## src/hdl/rpm_pkg.sv

```systemverilog
// Purpose: Shared types and constants for the reset and power mode controller.
// Assumes: One 200 MHz system clock; oscillator domains are modelled as enables.
// Notes: Timing figures are kept in their own unit and converted to cycles here.
package rpm_pkg;

  // ---------------------------------------------------------------------------
  // Timing
  // ---------------------------------------------------------------------------
  localparam int unsigned CLK_MHZ = 200;
  localparam int unsigned FAST_OSC_MHZ = 40;
  localparam int unsigned SLOW_OSC_KHZ = 32;
  // Fast oscillator enable divider: 200 MHz / 40 MHz.
  localparam int unsigned FAST_DIV = CLK_MHZ / FAST_OSC_MHZ;
  // Slow oscillator enable divider, rounded down.
  localparam int unsigned SLOW_DIV = (CLK_MHZ * 1000) / SLOW_OSC_KHZ;
  // Power-up stabilization delay in microseconds (plain default).
  localparam int unsigned PWRUP_US = 64;
  localparam int unsigned PWRUP_CYCLES = PWRUP_US * CLK_MHZ;
  localparam int unsigned CNT_W = 16;
  localparam logic [CNT_W-1:0] CNT_ZERO = 16'h0000;
  localparam logic [CNT_W-1:0] CNT_ONE = 16'h0001;
  localparam logic [2:0] RX_ALL = 3'h5;

  // ---------------------------------------------------------------------------
  // Types
  // ---------------------------------------------------------------------------
  typedef enum logic [1:0] {
    RPM_PROCESSING,
    RPM_APPROACH,
    RPM_DEEP_SLEEP
  } rpm_mode_e;

  // Reset sources, all active high inside the block.
  typedef struct packed {
    logic clear_pin;
    logic software;
    logic power_on;
    logic brownout;
    logic watchdog;
  } rpm_rst_src_s;

  // Host configuration messages, each a one-cycle pulse.
  typedef struct packed {
    logic go_processing;
    logic go_approach;
    logic go_deep_sleep;
    logic i2c_start;
  } rpm_host_msg_s;

  // Per-mode power configuration.
  typedef struct packed {
    logic [CNT_W-1:0] wake_period;
    logic [2:0] approach_rx;
  } rpm_cfg_s;

endpackage

```

## src/hdl/rpm_divider.sv

```systemverilog
// Purpose: One-cycle enable pulse generator standing in for an oscillator.
// Assumes: Enable low means the oscillator is stopped and the count holds at zero.
// Notes: First pulse comes DIV cycles after enable rises.
module rpm_divider import rpm_pkg::*; #(
  parameter int unsigned DIV = 5
) (
  input wire logic clock,
  input wire logic resetn,
  input wire logic enable,
  output logic tick
);

  logic [CNT_W-1:0] count;
  logic [CNT_W-1:0] next_count;
  logic next_tick;

  always_comb begin
    next_count = CNT_ZERO;
    next_tick = 1'b0;
    if (enable) begin
      if (count == CNT_W'(DIV - 1)) begin
        next_tick = 1'b1;
      end else begin
        next_count = count + CNT_ONE;
      end
    end
  end

  always_ff @(posedge clock or negedge resetn) begin
    if (!resetn) begin
      count <= CNT_ZERO;
      tick <= 1'b0;
    end else begin
      count <= next_count;
      tick <= next_tick;
    end
  end

endmodule // rpm_divider

```

## src/hdl/rpm_top.sv

```systemverilog
// Purpose: Reset combining, oscillator gating and operation mode sequencing.
// Assumes: All inputs synchronous to clock; host messages are one-cycle pulses.
// Notes: Oscillators appear as enable pulses; outputs are registered.
// Operation
// - Merge all reset sources into one reset.
// - Five sources: clear, software, power-on, brownout, watchdog.
// - Extend power-up while brownout still active.
// - Fast oscillator clocks transmit, converter, processor.
// - Fast oscillator stopped throughout Deep Sleep.
// - Slow oscillator clocks power-saving modes.
// - Three modes, configured by host messages.
// - Enter Processing on message, approach, resets.
// - Leave Processing on message, time-out, watchdog.
// - Approach mode entry, exit and rx channels.
// - Wake-up timer periodically runs approach scans.
// - Deep Sleep halts processor, watchdog; host-only entry.
// - Deep Sleep resumes on I2C start, clear.
// - Programmable slow-clocked wake-up timer period.
module rpm_top import rpm_pkg::*; #(
  parameter int unsigned PWRUP_COUNT = PWRUP_CYCLES
) (
  input wire logic clock,
  input wire logic resetn,
  input wire logic external_clear_pin_n,
  input wire logic software_reset_request,
  input wire logic power_on_reset,
  input wire logic brownout_reset,
  input wire logic watchdog_reset,
  input wire rpm_host_msg_s host_msg,
  input wire rpm_cfg_s cfg,
  input wire logic approach_detected,
  input wire logic inactivity_timeout,
  input wire logic hand_absent_timeout,
  output logic system_reset_out,
  output rpm_mode_e mode,
  output logic fast_osc_run,
  output logic fast_tick,
  output logic slow_tick,
  output logic signal_processor_run,
  output logic watchdog_enable,
  output logic approach_scan,
  output logic [2:0] rx_active
);

  // ---------------------------------------------------------------------------
  // Reset combining
  // ---------------------------------------------------------------------------
  rpm_rst_src_s src;
  logic any_src;
  logic [31:0] pwr_count;
  logic [31:0] next_pwr_count;
  logic next_system_reset;

  assign src = '{clear_pin: ~external_clear_pin_n, software: software_reset_request,
                 power_on: power_on_reset, brownout: brownout_reset, watchdog: watchdog_reset};
  assign any_src = |src;

  // The count only runs once every source is quiet, so a brownout that outlasts
  // the power-up delay keeps the reset asserted until it lifts.
  always_comb begin
    next_pwr_count = pwr_count;
    next_system_reset = system_reset_out;
    if (any_src) begin
      next_pwr_count = 32'h0;
      next_system_reset = 1'b1;
    end else if (pwr_count < PWRUP_COUNT) begin
      next_pwr_count = pwr_count + 32'h1;
    end else begin
      next_system_reset = 1'b0;
    end
  end

  always_ff @(posedge clock or negedge resetn) begin
    if (!resetn) begin
      pwr_count <= 32'h0;
      system_reset_out <= 1'b1;
    end else begin
      pwr_count <= next_pwr_count;
      system_reset_out <= next_system_reset;
    end
  end

  // ---------------------------------------------------------------------------
  // Oscillators
  // ---------------------------------------------------------------------------
  logic fast_en;
  logic fast_pulse;
  logic slow_pulse;

  assign fast_en = (mode != RPM_DEEP_SLEEP);

  rpm_divider #(.DIV(FAST_DIV)) u_fast_osc (
    .clock(clock),
    .resetn(resetn),
    .enable(fast_en),
    .tick(fast_pulse)
  );

  // The slow oscillator never stops; it keeps the wake-up timer alive.
  rpm_divider #(.DIV(SLOW_DIV)) u_slow_osc (
    .clock(clock),
    .resetn(resetn),
    .enable(1'b1),
    .tick(slow_pulse)
  );

  // ---------------------------------------------------------------------------
  // Mode controller
  // ---------------------------------------------------------------------------
  rpm_mode_e next_mode;
  logic [CNT_W-1:0] wake_count;
  logic [CNT_W-1:0] next_wake_count;
  logic next_scan;

  always_comb begin
    next_mode = mode;
    if (system_reset_out) begin
      next_mode = RPM_PROCESSING;
    end else begin
      case (mode)
        RPM_PROCESSING: begin
          // Watchdog exit goes through the reset path and lands back here.
          if (host_msg.go_deep_sleep) begin
            next_mode = RPM_DEEP_SLEEP;
          end else if (host_msg.go_approach || inactivity_timeout) begin
            next_mode = RPM_APPROACH;
          end
        end
        RPM_APPROACH: begin
          if (host_msg.go_deep_sleep) begin
            next_mode = RPM_DEEP_SLEEP;
          end else if (approach_detected || host_msg.i2c_start || host_msg.go_processing) begin
            next_mode = RPM_PROCESSING;
          end
        end
        RPM_DEEP_SLEEP: begin
          if (host_msg.i2c_start || host_msg.go_processing) begin
            next_mode = RPM_PROCESSING;
          end else if (host_msg.go_approach) begin
            next_mode = RPM_APPROACH;
          end
        end
        default: begin
          next_mode = RPM_PROCESSING;
        end
      endcase
      if (mode == RPM_PROCESSING && hand_absent_timeout && !host_msg.go_deep_sleep) begin
        next_mode = RPM_APPROACH;
      end
    end
  end

  // Wake-up timer counts slow ticks only in approach mode.
  always_comb begin
    next_wake_count = wake_count;
    next_scan = 1'b0;
    if (mode != RPM_APPROACH || system_reset_out) begin
      next_wake_count = CNT_ZERO;
    end else if (slow_pulse) begin
      if (wake_count + CNT_ONE >= cfg.wake_period) begin
        next_wake_count = CNT_ZERO;
        next_scan = 1'b1;
      end else begin
        next_wake_count = wake_count + CNT_ONE;
      end
    end
  end

  always_ff @(posedge clock or negedge resetn) begin
    if (!resetn) begin
      mode <= RPM_PROCESSING;
      wake_count <= CNT_ZERO;
      approach_scan <= 1'b0;
    end else begin
      mode <= next_mode;
      wake_count <= next_wake_count;
      approach_scan <= next_scan;
    end
  end

  // ---------------------------------------------------------------------------
  // Registered mode outputs
  // ---------------------------------------------------------------------------
  logic next_fast_osc_run;
  logic next_fast_tick;
  logic next_slow_tick;
  logic next_signal_processor_run;
  logic next_watchdog_enable;
  logic [2:0] next_rx_active;

  // Outputs lag the mode by one edge so that every top-level pin leaves a flop.
  always_comb begin
    next_fast_osc_run = fast_en;
    next_fast_tick = fast_pulse;
    next_slow_tick = slow_pulse;
    next_signal_processor_run = !system_reset_out && mode != RPM_DEEP_SLEEP;
    next_watchdog_enable = !system_reset_out && mode != RPM_DEEP_SLEEP;
    next_rx_active = RX_ALL;
    if (mode == RPM_APPROACH) begin
      next_rx_active = cfg.approach_rx;
    end
  end

  always_ff @(posedge clock or negedge resetn) begin
    if (!resetn) begin
      fast_osc_run <= 1'b1;
      fast_tick <= 1'b0;
      slow_tick <= 1'b0;
      signal_processor_run <= 1'b0;
      watchdog_enable <= 1'b0;
      rx_active <= RX_ALL;
    end else begin
      fast_osc_run <= next_fast_osc_run;
      fast_tick <= next_fast_tick;
      slow_tick <= next_slow_tick;
      signal_processor_run <= next_signal_processor_run;
      watchdog_enable <= next_watchdog_enable;
      rx_active <= next_rx_active;
    end
  end

endmodule // rpm_top

```

## config.mk

```make
export PLATFORM = sky130hd
export DESIGN_NAME = rpm_top
export DESIGN_NICKNAME = d
export VERILOG_FILES = /design/src/hdl/rpm_pkg.sv /design/src/hdl/rpm_divider.sv /design/src/hdl/rpm_top.sv
export SDC_FILE = /design/constraint.sdc
export NUM_CORES = 1
export LEC_CHECK = 0
export BUFFER_PORTS_ARGS = -buffer_cell sky130_fd_sc_hd__buf_2
export CORE_MARGIN = 5
export CORE_UTILIZATION = 55
export DETAILED_ROUTE_END_ITERATION = 6
export PLACE_DENSITY_LB_ADDON = 0.12
export SKIP_CTS_REPAIR_TIMING = 1
export SLEW_MARGIN = 20
export SYNTH_ARGS = -nofsm -noshare
export SYNTH_HDL_FRONTEND = slang
export SYNTH_SLANG_ARGS = --single-unit
```

## constraint.sdc

```tcl
create_clock -name clock -period 3.9 [get_ports clock]
set_clock_uncertainty 0.2 [all_clocks]
set_input_delay 0.78 -clock clock [delete_from_list [all_inputs] [get_ports clock]]
set_output_delay 0.78 -clock clock [all_outputs]
set_load 0.02 [all_outputs]
```

# --- After elaboration in Yosys (flattened, before gate mapping) ---
# Cells that the tools add are included.
word_totals:
  regBits: 93
  inputBits: 33
  word_cells: 72
op_classes:
  add_sub_neg: 4
  n_lt_le_gt_ge: 2
  eq_ne: 10
  mux: 26
  bitwise: 1
  reduce_logical: 15
op_table:
  columns: ["op", "count"]
  rows:
  - ["$mux W16", 6]
  - ["$mux W32", 2]
  - ["$add A16 B1 Y16 const B", 3]
  - ["$add A32 B1 Y32 const B", 1]
  - ["$lt A32 B14 Y1 const B", 1]
  - ["$eq A16 B13 Y1 const B", 1]
  - ["$eq A16 B3 Y1 const B", 1]
  - ["$ge A16 B16 Y1", 1]
  - ["$mux W2", 8]
  - ["$ne A5 B5 Y1 const B", 2]
  - ["$mux W1", 8]
  - ["$pmux W2 S3", 1]
  - ["$logic_or A1 B1 Y1", 5]
  - ["$ne A5 B4 Y1 const B", 1]
  - ["$reduce_or A5 Y1", 1]
  - ["$ne A2 B2 Y1 const B", 2]
  - ["$reduce_bool A2 Y1", 2]
  - ["$logic_and A1 B1 Y1", 3]
  - ["$mux W3", 1]
  - ["$reduce_and A3 Y1", 1]
  - ["$eq A2 B1 Y1 const B", 1]
  - ["$eq A2 B2 Y1 const B", 1]
  - ["$logic_not A1 Y1", 2]
  - ["$logic_not A2 Y1", 1]
  - ["other kinds (2)", 2]

# --- Longest topological paths before layout ---
# Gate-level depths: netlist (run 1).
logic_depth:
  word_depth: 7
  ltp_mapped: 12

# --- Cells and area by module ---
# A second synthesis (run 1) with hierarchy kept.
unflattened:
  hier_cells: 497
  area_unflattened_um2: 4840.9
modules_own_cells:
  columns: ["module", "n_inst", "cells_per_inst", "area_per_inst_um2", "seq_area_each_um2"]
  rows:
  - ["rpm_top", 1, 326, 3153.0, 1481.4]
  - ["rpm_divider (u_slow_osc)", 1, 87, 848.3, 425.4]
  - ["rpm_divider (u_fast_osc)", 1, 84, 839.6, 425.4]

# --- Least setup slack after synthesis (run 1) ---
# No wires, ideal clock.
synth_path:
  path_kind: "reg2reg"
  start: "register wake_count[0]"
  end: "register wake_count[12]"
  arrival_ns: 2.870
  required_time_ns: 3.578
  path_slack_ns: 0.708
  stages_incl_launch_ff: 12
  synth_period_minus_slack_ns: 3.192
  path_cell_list: "dfrtp_1 > ha_1 > nand4_1 > nor4_1 > xnor2_1 > ha_1 > nand4_1 > nor4_4 > nand3_2 > and3_1 > buf_6 > a32o_1"
synth_via:
  elab_chain_cells: 5
synth_lines:
  columns: ["element", "line_no", "text"]
  rows:
  - ["start: declaration", "rpm_top.sv:111", "logic [CNT_W-1:0] wake_count;"]
  - ["start signal: assignment", "rpm_top.sv:176", "wake_count <= next_wake_count;"]
  - ["$add A16 B1 Y16 *", "rpm_top.sv:160, rpm_top.sv:164", null]
  - ["$ge A16 B16 Y1", "rpm_top.sv:160", "if (wake_count + CNT_ONE >= cfg.wake_period) begin"]
  - ["$mux W16 *", "rpm_top.sv:160", null]
  - ["$mux W16 *", "rpm_top.sv:159", "end else if (slow_pulse) begin"]
  - ["$mux W16 *", "rpm_top.sv:157", "if (mode != RPM_APPROACH || system_reset_out) begin"]
# Mark *: on every way between the ends. The rest lies on a longest branch, timed or not. The select of a mux whose other input is x is not followed.
# A chain may end at the register's enable or synchronous reset.

# --- Worst setup path after layout (run 1) ---
layout_path:
  start: "register wake_count[0]"
  end: "register wake_count[4]"
# Same word-level chain as after synthesis.

==> metrics.md, run 1 <==
| Metric | Value |
|---|---|
| Setup TNS Final | 0 ns |
| Hold path endpoint | fast_tick$_DFF_PN0_ |
| P&R area growth vs syn | 11.10% |
| Hpwl dp | approximately 7 mm |
| Crit path capture type | register |
| Start of the worst register-to-register path | wake_count[0]$_DFFE_PN0P_ |
| Slowest stage delay, CP | about 0.56 ns |
| Crit-path cells | ha_1 > nand4_1 > nor4_1 > xor2_1 > ha_1 > nand4_2 > a211oi_1 > a2111oi_4 > and3_1 > a32o_1 |
| Initial antenna violation count | 0 |
| Cell area after synthesis | roughly 4800 sq um |
| Global Route Usage Sum | 0.1937 |
| Via/cell ratio | about 5.7 |
| I/O pins | 45 |
| Drt first-iter violations | roughly 110 |
| Slew @ Worst Pin | between 0.9 and 1 ns |
| Initial Utilization | 0.5587 |
| Hold wc startpoint | u_fast_osc.tick$_DFF_PN0_ |
| Final hold vios | 0 |
| Clk buf depth | 2 |
| Final max-slew violation count | 0 |
| Tot Pwr | approximately 1.8 mW |
| Top FF cell, synth | dfrtp_1 |
| RePlAce Congestion | ~0.88 |
| Root Driver | clkbuf_8 |
| Avg Cell Area, Syn | just under 10 sq um |
| DR WL/cell | about 15 microns |
| Worst path top cell family by delay | simple AND/OR/NAND/NOR gates |
| Critical path data required time | just under 4 ns |
| First-pass GRT wire length | ~16 mm |
| Final min period | 3.660 ns |
| Row count | 34 |
| Cell Pwr Density | around 350 nW/um^2 |
| Die height | between 100 and 150 microns |
| Die area | 10700 sq um |
| Lkg Pwr | ~2.5 nW |
| CTS tree | yes |
| Async set or reset register ratio after synthesis | 1.000 |
| Final setup violation count | 0 |
| FF+latch count, synth | a little over 90 |
| Routed WL | 9.443 mm |
| Crit path from | wake_count[0]$_DFFE_PN0P_ |
| CTS H-tree depth | 3 |
| Max Clock Freq | around 0.27 GHz |
| Startpoint Class | register |
| Post-Syn Nets | roughly 540 |
| Cts bufs inserted | 9 |
| Worst R2R Setup Slack | about 0.24 ns |
| Bufs and invs on worst path | 0 |
| Vias | 3622 |
| Synthesis Warnings | 0 |
| Clock Sinks | between 90 and 100 |
| Worst-Skew Late Latency | roughly 0.35 ns |
| Max FO, Critical Path | 9 |
| Top cell by count, worst path | ha_1 |
| DRC Markers | 0 |
| CTS clk-pin slew, worst paths | ~0.09 ns |
| Fin crit share | 0.9385 |
| CP Class | register to register |
| Total gr overflow | 0 |
| Worst-case reg-to-reg path depth | 10 |
| RSZ-0062 raised after global routing | no |
| Critical-path top delay cell | a2111oi_4 |
| Max_cap viols | 0 |
| Status | completed |
| Core area | around 8600 sq um |
| Die width | ~100 microns |
| Worst hold path depth | 0 |
| IO buf count | 44 |
| Vias in the first global route | roughly 3500 |
| FF-to-FF End | wake_count[4]$_DFFE_PN0P_ |
| Drt first pass iters | 4 |
| Share of layout cells above drive strength 1 | 0.1507 |
| Hold crit path type | register to register |
| Sequential-to-total area share from yosys stat | 0.4858 |
| Rel. slew slack | 0.3322 |
| Antenna-violating nets left | 0 |
| Crit path DAT | roughly 3.7 ns |
| Ant diodes | 0 |
| EDFF count, synth | 0 |
| Largest net degree at the start of global routing | 70 |
| Layout Nets | between 500 and 600 |
| Syn Inst Count | between 400 and 500 |
| Peak VDD IR | 0.3642 mV |
| Synth cell types | a little under 50 |
## per-stage QoR
stage | hold slack, ns | instances | area, sq um | utilization | setup WS (ns)
3_5_place_dp | 0.1347 | 623 | 5132 | 0.5973 | 0.3281
5_1_grt | 0.1584 | 639 | 5334 | 0.6207 | 0.01839
4_1_cts | 0.1538 | 639 | 5334 | 0.6207 | 0.2954
6_report | 0.1520 | 639 | 5334 | 0.6207 | 0.2397
2_1_floorplan | 0.1312 | 483 | 4801 | - | 0.7083
3_3_place_gp | 0.1335 | 623 | 5132 | 0.5973 | 0.4362
## sequential cells by signal (all words and copies together), names as in the netlist
register / cells
pwr_count: 32
fast_osc_run: 1
approach_scan: 1
system_reset_out: 1
mode: 2
u_slow_osc.tick: 1
rx_active: 3
slow_tick: 1
fast_tick: 1
u_slow_osc.count: 16
wake_count: 16
watchdog_enable: 1
u_fast_osc.tick: 1
u_fast_osc.count: 16
## logic make-up (layout without fill, tap and decap cells)
group,Yosys count,in the layout,synth area share
and+or+nand+nor,220,220,0.2468
DFF,93,93,0.4858
xor gates and xnor gates,50,50,0.09122
AOI/OAI and AO/OA,49,49,0.07793
buffers and inverters,49,97,0.04092
adders and majority gates,22,22,0.05734
## routing by layer
metal	vias to the layer above	global-route usage	wire length (microns)
li1	1783	-	-
met1	1714	0.2652	4530
met2	105	0.3088	4259
met3	20	0.03823	452
met4	0	0.06673	199
met5	-	0	0
## power by group
part	internal (mW)	leakage, nW	switching [mW]
Combinational	0.0654	1.15	0.0946
Sequential	0.998	1.26	0.0398
Clock	0.316	0.0995	0.334
Total	1.38	2.51	0.468
## cell usage after synthesis (11+ instances only)
cell,n,share of area
nand2_1,35,0.027
nand3_1,20,0.021
nand4_1,18,0.023
inv_1,32,0.025
xnor2_1,31,0.057
and2_1,21,0.027
and3_1,11,0.014
dfrtp_1,89,0.46
ha_1,22,0.057
nor2_1,56,0.044
xor2_1,19,0.035
clkbuf_1,13,0.010
nor4_1,22,0.029
## worst reg2reg max path, stage by stage (launching register included)
cell	delay (ns)
dfrtp_1	0.46
ha_1	0.28
nand4_1	0.25
nor4_1	0.40
xor2_1	0.25
ha_1	0.30
nand4_2	0.13
a211oi_1	0.10
a2111oi_4	0.56
and3_1	0.46
a32o_1	0.21
## layout make-up
class | count | area, sq um
tap | 108 | 135.1
fill | 731 | 3259
timing repair buffer | 49 | 260.3
multi-input combinational | 341 | 2285
clock inverter | 5 | 60.06
clock buffer | 11 | 141.4
sequential | 93 | 2332
inverter | 32 | 120.1
## worst max path at each step
stage / endpoint / depth (start not counted)
finish: wake_count[4]$_DFFE_PN0P_ / 10
global route: wake_count[10]$_DFFE_PN0P_ / 10
CTS: wake_count[3]$_DFFE_PN0P_ / 10
detailed placement: wake_count[5]$_DFFE_PN0P_ / 10
global placement: wake_count[5]$_DFFE_PN0P_ / 10
floorplan: wake_count[12]$_DFFE_PN0P_ / 11
## placed cells by master, fill, tap and decap left out, types with 5 or more instances in the layout
cell / count
inv_1: 32
clkbuf_8: 10
nor4_1: 21
xnor2_1: 31
nand2_1: 35
a21oi_1: 10
and3_1: 11
nand4_1: 18
nor3_1: 10
and4_1: 5
ha_1: 22
nand3_1: 20
buf_4: 6
a32o_1: 8
xor2_1: 19
buf_2: 43
nor2_1: 56
dfrtp_1: 89
a31oi_1: 6
and2_1: 21
o21ai_0: 6
Note: power is estimated with default switching activity, not from simulation.
==> run 2: changes to the inputs <==
Settings changed: MAX_ROUTING_LAYER set to met4.
Clock period 3.9 ns to 3.5 ns, I/O delays scaled along.
==> run 2 against run 1 <==
Net effect:
- non-clock buffer count up 6
- combinational power up 12%
- critical endpoint is now wake_count[6]$_DFFE_PN0P_
- sequential power up 12%
- flip-flop and latch count unchanged
- cell count up 0.94%
- clock power up 16%
- sequential share of layout area down 0.68 points
- largest cell class unchanged
==> metrics.md, run 2 (synthesis results as in run 1) <==
| Metric | Value |
|---|---|
| Status | completed |
| Global Route Usage Sum | 0.2018 |
| P&R area growth vs syn | 12.85% |
| Start of the worst register-to-register path | wake_count[1]$_DFFE_PN0P_ |
| Setup TNS Final | 0 ns |
| Core area | around 8600 sq um |
| Die height | between 100 and 150 microns |
| First-pass GRT wire length | approximately 17 mm |
| Max FO, Critical Path | 9 |
| Commonest non-fill, non-tap cell in the layout | dfrtp_1 |
| Die area | around 11000 sq um |
| Worst-Skew Late Latency | 0.36 ns |
| Lkg Pwr | ~2.5 nW |
| Die width | 103.4 microns |
| Largest register FFs | 32 |
| Final hold slack | 0.1169 ns |
| Peak VDD IR | 0.2687 mV |
| Antenna-violating nets left | 0 |
| DRC Markers | 0 |
| Root Driver | clkbuf_8 |
| Crit path DAT | between 3 and 4 ns |
| Largest Register | pwr_count |
| Clock Sinks | 93 |
| Psw | 0.5626 mW |
| RePlAce Congestion | 0.8598 |
| Setup crit end | wake_count[6]$_DFFE_PN0P_ |
| Layout Cells excl Fill | 645 |
| Drt first-iter violations | roughly 170 |
| CTS H-tree depth | 3 |
| Final min period | 3.273 ns |
| Largest net degree at the start of global routing | 51 |
| Final hold vios | 0 |
| Max Clock Freq | between 0.3 and 0.4 GHz |
| Clock power share | 0.361 |
| Worst R2R Setup Slack | around 0.23 ns |
| CP Class | register to register |
| Drt first pass iters | 5 |
| Via/cell ratio | between 5 and 6 |
| Sequential group share of total power | 0.553 |
| Post-placement cell count | about 630 |
| Cts bufs inserted | 9 |
| Hpwl dp | between 6 and 7 mm |
| Final setup violation count | 0 |
| Total gr overflow | 0 |
| Routed WL | about 9.6 mm |
| Slew @ Worst Pin | 0.6786 ns |
| Startpoint Class | register |
| Max_cap viols | 0 |
| Clk buf depth | 2 |
| CTS clk-pin slew, worst paths | ~0.11 ns |
| Initial antenna violation count | 0 |
| Hold crit path type | primary input to async pin |
| Row count | 34 |
| Highest-count cells in the layout ignoring fill and taps | dfrtp_1 (89), nor2_1 (56), buf_2 (43), nand2_1 (35), inv_1 (32) |
| Tot Pwr | about 2.1 mW |
| Share of layout cells above drive strength 1 | 0.1695 |
| Internal power | between 1.5 and 2 mW |
| IO buf count | 44 |
| Initial Utilization | 0.5587 |
| FF-to-FF End | wake_count[6]$_DFFE_PN0P_ |
| Crit path capture type | register |
| Ant diodes | 0 |
| Vias in the first global route | 3524 |
| DR WL/cell | 14.87 microns |
| Cell Pwr Density | 386.9 nW/um^2 |
| Final max-slew violation count | 0 |
| Layout Nets | between 500 and 600 |
| Fin crit share | 0.9352 |
| I/O pins | 45 |
| Worst-case reg-to-reg path depth | 11 |
| Rel. slew slack | 0.5434 |
| Net Sw Frac | 0.2684 |
| CTS tree | yes |
| Combinational power share | 0.086 |
| Vias | 3622 |
| Crit path from | wake_count[1]$_DFFE_PN0P_ |
| RSZ-0062 raised after global routing | no |
| Critical path data required time | approximately 3.5 ns |
==> run 2: cell count changes in the layout (fill, tap and decap cells not counted), sizes merged <==
cell / before / now
buf: 49 / 55
inv: 32 / 37
clkinv: 3 / 0
clkbuf: 11 / 9
==> run 2: power groups by stage <==
| stage | Sequential, mW | Clock (mW) | Combinational (mW) |
|---|---|---|---|
| 2_1_floorplan | 1.17 | 0 | 0.109 |
| 3_3_place_gp | 1.18 | 0 | 0.176 |
| 3_5_place_dp | 1.18 | 0 | 0.181 |
| 4_1_cts | 1.16 | 0.780 | 0.185 |
| 5_1_grt | 1.17 | 0.832 | 0.213 |
| 6_report | 1.16 | 0.756 | 0.180 |
==> run 2: per-layer routing <==
layer  up-vias  share of wire  global-route usage
met5         -              0                   -
met4         0          0.016             0.07371
met3        14          0.055             0.03085
met2        95           0.46              0.3059
met1      1720           0.47              0.2765
li1       1793              -                   -
==> run 2: worst min path at each step <==
stage / to / start / cells after the start / slack [ns]
2_1_floorplan: fast_tick$_DFF_PN0_ / u_fast_osc.tick$_DFF_PN0_ / 0 / 0.13
3_3_place_gp: fast_tick$_DFF_PN0_ / u_fast_osc.tick$_DFF_PN0_ / 0 / 0.13
3_5_place_dp: fast_tick$_DFF_PN0_ / u_fast_osc.tick$_DFF_PN0_ / 0 / 0.14
4_1_cts: u_fast_osc.count[11]$_DFF_PN0_ / resetn / 1 / 0.13
5_1_grt: u_fast_osc.count[11]$_DFF_PN0_ / resetn / 1 / 0.14
6_report: u_fast_osc.count[11]$_DFF_PN0_ / resetn / 1 / 0.12
==> run 2: area by class of cell <==
class,count,area [sq um]
multi-input cells,341,2302
flip-flops and latches,93,2332
repair buffers,55,317.8
inverters,32,120.1
well taps,108,135.1
fillers,708,3176
clock buffers,9,123.9
clock inverters,7,86.33
==> run 2: worst max-delay path: stages, from the launching register on <==
cell and delay [ns]:
dfrtp_1 0.43, ha_1 0.26, nand4_1 0.10, buf_4 0.17, nor4_2 0.31, xor2_1 0.14, ha_1 0.33, nand4_2 0.14
nor4_4 0.40, nand3_2 0.11, and3_2 0.30, a32o_1 0.28
==> run 2: stage by stage <==
stage                     worst slack, ns  area [sq um]    util
after floorplan                    0.3083          4801       -
after global routing              0.02561          5418  0.6305
after detailed placement           0.1273          5175  0.6022
after CTS                          0.1043          5385  0.6267
after global placement             0.2357          5175  0.6022
final                              0.2269          5418  0.6305
